File: src/hw/pcs_pkg.sv
// Constants and types for the parallel-port chip-select pin mux
package pcs_pkg;

    localparam int NUM_PINS = 3;
    localparam int NUM_CLKS = 2;

    // Synchroniser vector layout
    localparam int SYNC_W     = 8;
    localparam int SYNC_STRAP = 0;
    localparam int SYNC_HOLD  = 1;
    localparam int SYNC_TRST  = 2;
    localparam int SYNC_EMU_A = 3;
    localparam int SYNC_EMU_O = 4;
    localparam int SYNC_PIN   = 5;

    // Values after reset
    localparam logic [2:0] GP_DIR_RST  = 3'h0;
    localparam logic [2:0] GP_OUT_RST  = 3'h0;
    localparam logic [2:0] GP_IN_RST   = 3'h0;
    localparam logic [2:0] PIN_OUT_RST = 3'h7;
    localparam logic [2:0] PIN_OE_RST  = 3'h0;
    localparam logic [1:0] CLK_OUT_RST = 2'h0;
    localparam logic [1:0] CLK_OE_RST  = 2'h0;
    localparam logic       HOLDER_RST  = 1'h1;
    localparam logic       CS_IDLE     = 1'h1;

    typedef enum logic [0:0] {
        PCS_FN_GPIO = 1'b0,
        PCS_FN_CS   = 1'b1
    } pcs_fn_t;

    typedef enum logic [1:0] {
        PCS_MD_RUN  = 2'b00,
        PCS_MD_RST  = 2'b01,
        PCS_MD_HOLD = 2'b10,
        PCS_MD_OFF  = 2'b11
    } pcs_mode_t;

endpackage

File: src/hw/pcs_pin_mux.sv
// Pin mux for three parallel-port control pins: GPIO or memory chip selects
//
// Operation
// RL1 - Strap low in reset gives GPIO; strap high gives chip select.
// RL2 - Strap-chosen function takes effect when reset is released.
// RL3 - GPIO pins come out of reset as inputs.
// RL4 - Chip-select pins float in reset, then drive inactive high.
// RL5 - Pins a, b, c carry chip selects 0, 1, 2 in memory mode.
// RL6 - All three pins float while reset is held.
// RL7 - Pins float while the hold request is active.
// RL8 - In hold, each memory clock toggles or floats per its float bit.
// RL9 - Pins float in off mode: test reset 0, emulation a 1, off pin 0.
// RL10 - Bus holder enabled after reset, switchable by software.
// RL11 - GPIO pins are software-configurable as input or output.
// RL12 - Selected function stays fixed until the next reset release; the code returns it to GPIO while reset is held.
`timescale 1ns/1ps

module pcs_pin_mux (
    input  wire logic       mclk,                // 100 MHz clock
    input  wire logic       sys_rst,             // Sync reset, high
    input  wire logic       boot_function_strap, // Strap pin
    input  wire logic       hold_req_n,          // Hold request pin, low
    input  wire logic       test_rst_n,          // Test reset pin, low
    input  wire logic       emulation_pin_a,     // Emulation pin a
    input  wire logic       emulation_off_pin,   // Emulation/off pin

    input  wire logic       ctrl_pin_a_in,       // Pin a level
    output logic            ctrl_pin_a_out,      // Pin a drive value
    output logic            ctrl_pin_a_oe,       // Pin a drive enable
    input  wire logic       ctrl_pin_b_in,       // Pin b level
    output logic            ctrl_pin_b_out,      // Pin b drive value
    output logic            ctrl_pin_b_oe,       // Pin b drive enable
    input  wire logic       ctrl_pin_c_in,       // Pin c level
    output logic            ctrl_pin_c_out,      // Pin c drive value
    output logic            ctrl_pin_c_oe,       // Pin c drive enable

    input  wire logic       gp_dir_wr,           // Direction write strobe
    input  wire logic [2:0] gp_dir_wdata,        // 1 = output
    input  wire logic       gp_out_wr,           // Output write strobe
    input  wire logic [2:0] gp_out_wdata,        // Output levels
    output logic      [2:0] par_gp_io_in,        // Pin levels read back
    output logic      [2:0] par_gp_io_dir,       // Direction read back

    input  wire logic [2:0] mem_chip_select_req, // Select asserted, high
    input  wire logic       holder_wr,           // Bus holder write strobe
    input  wire logic       holder_wdata,        // Bus holder enable value
    output logic            bus_holder_en,       // Bus holder enable

    input  wire logic [1:0] mem_clk_src,         // Memory clock sources
    input  wire logic [1:0] mem_clk_hold_float,  // Float clock in hold
    output logic      [1:0] mem_clock_out,       // Memory clock values
    output logic      [1:0] mem_clock_out_oe,    // Memory clock enables

    output logic            fn_chip_select,      // Function is chip select
    output logic            pins_floating        // Pins held floating
);

    // ********************************
    // Synchronisers
    // ********************************

    logic [pcs_pkg::SYNC_W-1:0] sync_raw;
    logic [pcs_pkg::SYNC_W-1:0] sync1_q;
    logic [pcs_pkg::SYNC_W-1:0] sync2_q;

    assign sync_raw = {ctrl_pin_c_in,
                       ctrl_pin_b_in,
                       ctrl_pin_a_in,
                       emulation_off_pin,
                       emulation_pin_a,
                       test_rst_n,
                       hold_req_n,
                       boot_function_strap};

    always_ff @(posedge mclk) begin
        sync1_q <= sync_raw;
        sync2_q <= sync1_q;
    end

    // ********************************
    // Mode decode
    // ********************************

    logic             hold_act;
    logic             off_act;
    logic [2:0]       pin_in_s;
    pcs_pkg::pcs_mode_t mode_d;

    assign hold_act = ~sync2_q[pcs_pkg::SYNC_HOLD];
    assign off_act  = ~sync2_q[pcs_pkg::SYNC_TRST]
                    &  sync2_q[pcs_pkg::SYNC_EMU_A]
                    & ~sync2_q[pcs_pkg::SYNC_EMU_O]; // RL9
    assign pin_in_s = sync2_q[pcs_pkg::SYNC_PIN +: 3];

    always_comb begin
        if (sys_rst) begin
            mode_d = pcs_pkg::PCS_MD_RST; // RL6
        end else if (off_act) begin
            mode_d = pcs_pkg::PCS_MD_OFF; // RL9
        end else if (hold_act) begin
            mode_d = pcs_pkg::PCS_MD_HOLD; // RL7
        end else begin
            mode_d = pcs_pkg::PCS_MD_RUN;
        end
    end

    // ********************************
    // Strap capture
    // ********************************

    logic            strap_q;
    logic            rst_prev_q;
    pcs_pkg::pcs_fn_t fn_q;

    // Strap sampled while reset is held
    always_ff @(posedge mclk) begin
        if (sys_rst) begin
            strap_q <= sync2_q[pcs_pkg::SYNC_STRAP]; // RL1
        end
    end

    always_ff @(posedge mclk) begin
        rst_prev_q <= sys_rst;
    end

    // Function latched only on the release edge
    always_ff @(posedge mclk) begin
        if (sys_rst) begin
            fn_q <= pcs_pkg::PCS_FN_GPIO;
        end else if (rst_prev_q) begin
            fn_q <= pcs_pkg::pcs_fn_t'(strap_q); // RL2 RL12
        end
    end

    // ********************************
    // Software control bits
    // ********************************

    logic [2:0] gp_dir_q;
    logic [2:0] gp_out_q;
    logic       holder_q;

    always_ff @(posedge mclk) begin
        if (sys_rst) begin
            gp_dir_q <= pcs_pkg::GP_DIR_RST; // RL3
        end else if (gp_dir_wr) begin
            gp_dir_q <= gp_dir_wdata; // RL11
        end
    end

    always_ff @(posedge mclk) begin
        if (sys_rst) begin
            gp_out_q <= pcs_pkg::GP_OUT_RST;
        end else if (gp_out_wr) begin
            gp_out_q <= gp_out_wdata; // RL11
        end
    end

    always_ff @(posedge mclk) begin
        if (sys_rst) begin
            holder_q <= pcs_pkg::HOLDER_RST; // RL10
        end else if (holder_wr) begin
            holder_q <= holder_wdata; // RL10
        end
    end

    // ********************************
    // Pin drive
    // ********************************

    // Returns {enable, value} for one pin
    function automatic logic [1:0] pin_drive(
        input pcs_pkg::pcs_mode_t mode,
        input pcs_pkg::pcs_fn_t   fn,
        input logic               dir,
        input logic               dout,
        input logic               cs_req
    );
        logic [1:0] res;
        res = {1'b0, pcs_pkg::CS_IDLE};
        if (mode != pcs_pkg::PCS_MD_RUN) begin
            res = {1'b0, pcs_pkg::CS_IDLE}; // RL6 RL7 RL9
        end else if (fn == pcs_pkg::PCS_FN_CS) begin
            res = {1'b1, ~cs_req}; // RL4
        end else begin
            res = {dir, dout}; // RL3 RL11
        end
        return res;
    endfunction

    logic [2:0] pin_out_q;
    logic [2:0] pin_oe_q;

    genvar gi;
    generate
        for (gi = 0; gi < pcs_pkg::NUM_PINS; gi++) begin : g_pin
            logic [1:0] drv;
            // Bit gi carries chip select gi
            assign drv = pin_drive(mode_d,
                                   fn_q,
                                   gp_dir_q[gi],
                                   gp_out_q[gi],
                                   mem_chip_select_req[gi]); // RL5

            always_ff @(posedge mclk) begin
                if (sys_rst) begin
                    pin_oe_q[gi]  <= pcs_pkg::PIN_OE_RST[gi]; // RL6
                    pin_out_q[gi] <= pcs_pkg::PIN_OUT_RST[gi];
                end else begin
                    pin_oe_q[gi]  <= drv[1];
                    pin_out_q[gi] <= drv[0];
                end
            end
        end
    endgenerate

    assign ctrl_pin_a_out = pin_out_q[0];
    assign ctrl_pin_a_oe  = pin_oe_q[0];
    assign ctrl_pin_b_out = pin_out_q[1];
    assign ctrl_pin_b_oe  = pin_oe_q[1];
    assign ctrl_pin_c_out = pin_out_q[2];
    assign ctrl_pin_c_oe  = pin_oe_q[2];

    // ********************************
    // Memory clock outputs
    // ********************************

    logic [1:0] clk_out_q;
    logic [1:0] clk_oe_q;
    logic [1:0] clk_oe_d;

    always_comb begin
        case (mode_d)
            pcs_pkg::PCS_MD_RUN:  clk_oe_d = 2'h3;
            pcs_pkg::PCS_MD_HOLD: clk_oe_d = ~mem_clk_hold_float; // RL8
            default:              clk_oe_d = 2'h0;
        endcase
    end

    always_ff @(posedge mclk) begin
        if (sys_rst) begin
            clk_out_q <= pcs_pkg::CLK_OUT_RST;
            clk_oe_q  <= pcs_pkg::CLK_OE_RST;
        end else begin
            clk_out_q <= mem_clk_src; // RL8
            clk_oe_q  <= clk_oe_d;
        end
    end

    assign mem_clock_out    = clk_out_q;
    assign mem_clock_out_oe = clk_oe_q;

    // ********************************
    // Status outputs
    // ********************************

    logic [2:0] gp_in_q;
    logic       float_q;

    always_ff @(posedge mclk) begin
        if (sys_rst) begin
            gp_in_q <= pcs_pkg::GP_IN_RST;
            float_q <= 1'b1;
        end else begin
            gp_in_q <= pin_in_s;
            float_q <= (mode_d != pcs_pkg::PCS_MD_RUN);
        end
    end

    assign par_gp_io_in   = gp_in_q;
    assign par_gp_io_dir  = gp_dir_q;
    assign bus_holder_en  = holder_q;
    assign fn_chip_select = fn_q;
    assign pins_floating  = float_q;

endmodule

File: config.mk
export PLATFORM = sky130hd
export DESIGN_NAME = pcs_pin_mux
export DESIGN_NICKNAME = d
export VERILOG_FILES = /design/src/hw/pcs_pkg.sv /design/src/hw/pcs_pin_mux.sv
export SDC_FILE = /design/constraint.sdc
export NUM_CORES = 1
export LEC_CHECK = 0
export ABC_AREA = 1
export BUFFER_PORTS_ARGS = -buffer_cell sky130_fd_sc_hd__buf_2
export CAP_MARGIN = 10
export CELL_PAD_IN_SITES_DETAIL_PLACEMENT = 0
export CELL_PAD_IN_SITES_GLOBAL_PLACEMENT = 1
export CORE_MARGIN = 2
export CORE_UTILIZATION = 35
export CTS_BUF_LIST = sky130_fd_sc_hd__clkbuf_2
export CTS_CLUSTER_SIZE = 28
export DETAILED_ROUTE_END_ITERATION = 8
export PLACE_DENSITY = 0.89
export SYNTH_ARGS = -nofsm -noshare
export SYNTH_HDL_FRONTEND = slang
export SYNTH_SLANG_ARGS = --single-unit
File: constraint.sdc
create_clock -name mclk -period 1 [get_ports mclk]
set_input_delay 0.05 -clock mclk [delete_from_list [all_inputs] [get_ports mclk]]
set_output_delay 0.05 -clock mclk [all_outputs]
set_load 0.05 [all_outputs]
==> out/results.ini <==
[floorplan]
placeableCoreArea_um2 = 3000
die_w_um = 59.8
initial_core_util = 0.363
io_pins = 46
die_area_um2 = 3580
die_y_um = 59.8
rows = 20

[yosys]
synth_top_cells_by_count = dfxtp_1 (39), nor2_1 (27), inv_1 (13)
ys_seq_area_frac = 0.744
synth_nets = 132
synth_cell_type_count = 12
yosysMostFrequentCell = dfxtp_1
synth_seq_cells = 40
syn_avg_cell_area_um2 = 10.4
async_flop_share = 0
netlist.top_cell.by_area = dfxtp_1
synth_cells = 105
yosys.area.top_type_share = 0.716
yosys_warnings = 0
synth_area_leaders = dfxtp_1 (72%), nor2_1 (9.3%), o21ai_0 (5.1%)
synth_edf_count = 1
synth_ff_type = dfxtp_1
synthesis.area_um2 = 1090

[timing]
max_clock_freq_ghz = 0.979
relSlewSlack = 0.852
fin_crit_sh = 1.02
hold_viol_final = 0
timing.final.max_slew_violations = 0
fin_ws_ps = -21.1
setup_violations = 1
rsz0062_at_grt = true
max_slew.worst_pin.slew_ps = 221
whs_ps = 272
period_needed_ps = 1020
clock_skew_ps = 14.7

[pwr]
peakVddDrop_mv = 1.19
p_int_mw = 2.38
p_clk_frac = 0.289
power_density_nw_per_um2 = 1670
p_comb_frac = 0.165
seqPwrFrac = 0.545
swShare = 0.257
p_sw_uw = 823
p_leak_nw = 0.924

[grt]
grt_pass1_wl_um = 3710
grt_max_degree = 14
grt_pass1_vias = 908
antenna_found_initial = 0
grt.total_usage = 0.147
overflow = 0

[place]
hpwl_um = 1380
globalplace.congestion = 0.651
port_buffers = 45

[cts]
clock_latency_ps = 390
clkSlewWorstSetupHoldPaths_ps = 190
h-tree-depth = 2
cts_tree = done
cts_root_buf = clkbuf_2
clock_sinks = 40
cts_made_buffers = 5
cts_max_path_buffers = 2

[drt]
vias = 966
dr.pass1.iters = 4
via_per_inst = 4.33
drc = 0
post_drt_wl_per_cell_um = 10.4
routed_wl_um = 2310
drtIter0Drc = 7
ant_nets = 0

[final_layout]
diodes = 0
fin_nets = 216
fill_cells = 238
area.growth.synth_to_final_pct = 75.9
utilization = 0.638
drive_gt1_frac = 0.411

[critical_path]
worstPathMaxFanout = 1
cp_data_required_time_ps = 1300
critPathKind = input port to flop
critPathArrivalTime_ps = 1320
cp-end-kind = flop
worstSetupStartpointType = input port
r2r_slack_ps = 90

[run_status]
status = finished with violations
violations = negative setup slack

[job]
cap_violations = 0

[min_path]
min_path_type = input port to flop

[cell usage in the layout (no fill, tap or decap), drive strengths merged]
cell type	instances
clkbuf	5
dlymetal6s4s	1
nand3	2
dfxtp	39
dlygate4sd3	28
clkinv	1
clkinvlp	1
inv	14
edfxtp	1
bufinv	1
nand4	3
nor2	27
a21oi	2
o21ai	11
nand2	4
buf	50
[sequential cells by signal, indices dropped and copies added (netlist names), 2 cells and up]
register,cells
par_gp_io_dir,3
mem_clock_out,2
sync2_q,8
gp_out_q,3
sync1_q,8
mem_clock_out_oe,2
par_gp_io_in,3
[metal layers]
metal / track usage / up-vias / wire (µm)
met1: 0.145 / 442 / 899
li1: - / 492 / -
met3: 0.0649 / 5 / 136
met4: 0.0730 / 0 / 40
met2: 0.258 / 27 / 1230
met5: 0 / - / 0
[stage by stage]
stage | setup WS [ps] | area (µm²) | total power [mW] | cells | TNS [ps]
final | -21.1 | 1920 | 3.20 | 223 | -21.1
after global routing | -52.0 | 1920 | 3.34 | 223 | -397
after CTS | -8.96 | 1860 | 3.20 | 222 | -17.3
after detailed placement | 149 | 1340 | 2.11 | 181 | 0
after global placement | 205 | 1340 | 2.10 | 181 | 0
after floorplan | 71.3 | 1090 | 1.99 | 105 | 0
[power by group through the flow]
| stage | Combinational (mW) | Sequential [mW] | Clock [mW] |
|---|---|---|---|
| after floorplan | 0.0781 | 1.92 | 0 |
| after global placement | 0.336 | 1.76 | 0 |
| after detailed placement | 0.342 | 1.77 | 0 |
| after CTS | 0.505 | 1.74 | 0.960 |
| after global routing | 0.568 | 1.76 | 1.02 |
| final | 0.530 | 1.75 | 0.926 |
[area by class of cell]
class	instances	area [µm²]	area share
flip-flops and latches	40	837	0.437
repair buffers	79	708	0.369
multi-input cells	49	210	0.110
inverters	14	52.6	0.0274
clock inverters	3	42.5	0.0222
well taps	33	41.3	0.0215
clock buffers	5	25.0	0.0131
[worst paths after layout]
kind,startpoint,end,cells past startpoint
worst max-delay path,mem_clk_src[0],mem_clock_out[0]$_SDFF_PP0_,5
worst min-delay path,test_rst_n,sync1_q[2]$_DFF_P_,2
worst max register to register,fn_chip_select$_SDFFE_PP0P_,ctrl_pin_a_out$_SDFF_PP1_,3
worst min register to register,sync1_q[5]$_DFF_P_,sync2_q[5]$_DFF_P_,0
[worst max-delay path, cell delays in order]
cell           delay [ps]
dlygate4sd3_1         530
buf_2                 120
inv_1                  40
nor2_1                 30
dlygate4sd3_1         550
[cells by family (layout without fill, tap and decap cells)]
group,Yosys count,in the layout,share of synthesized area
and+or+nand+nor,36,36,0.133
DFF,40,40,0.744
buffers and inverters,16,101,0.0631
AOI/OAI and AO/OA,13,13,0.0597
[timing repair]
item                       CTS  global route
pin swaps                    0             0
hold buffers                29             0
buffers inserted             4             1
hold endpoints to repair    27             0
setup endpoints to repair   19            21
gates resized for setup     46            21
Note: power is estimated with default switching activity, not from simulation.
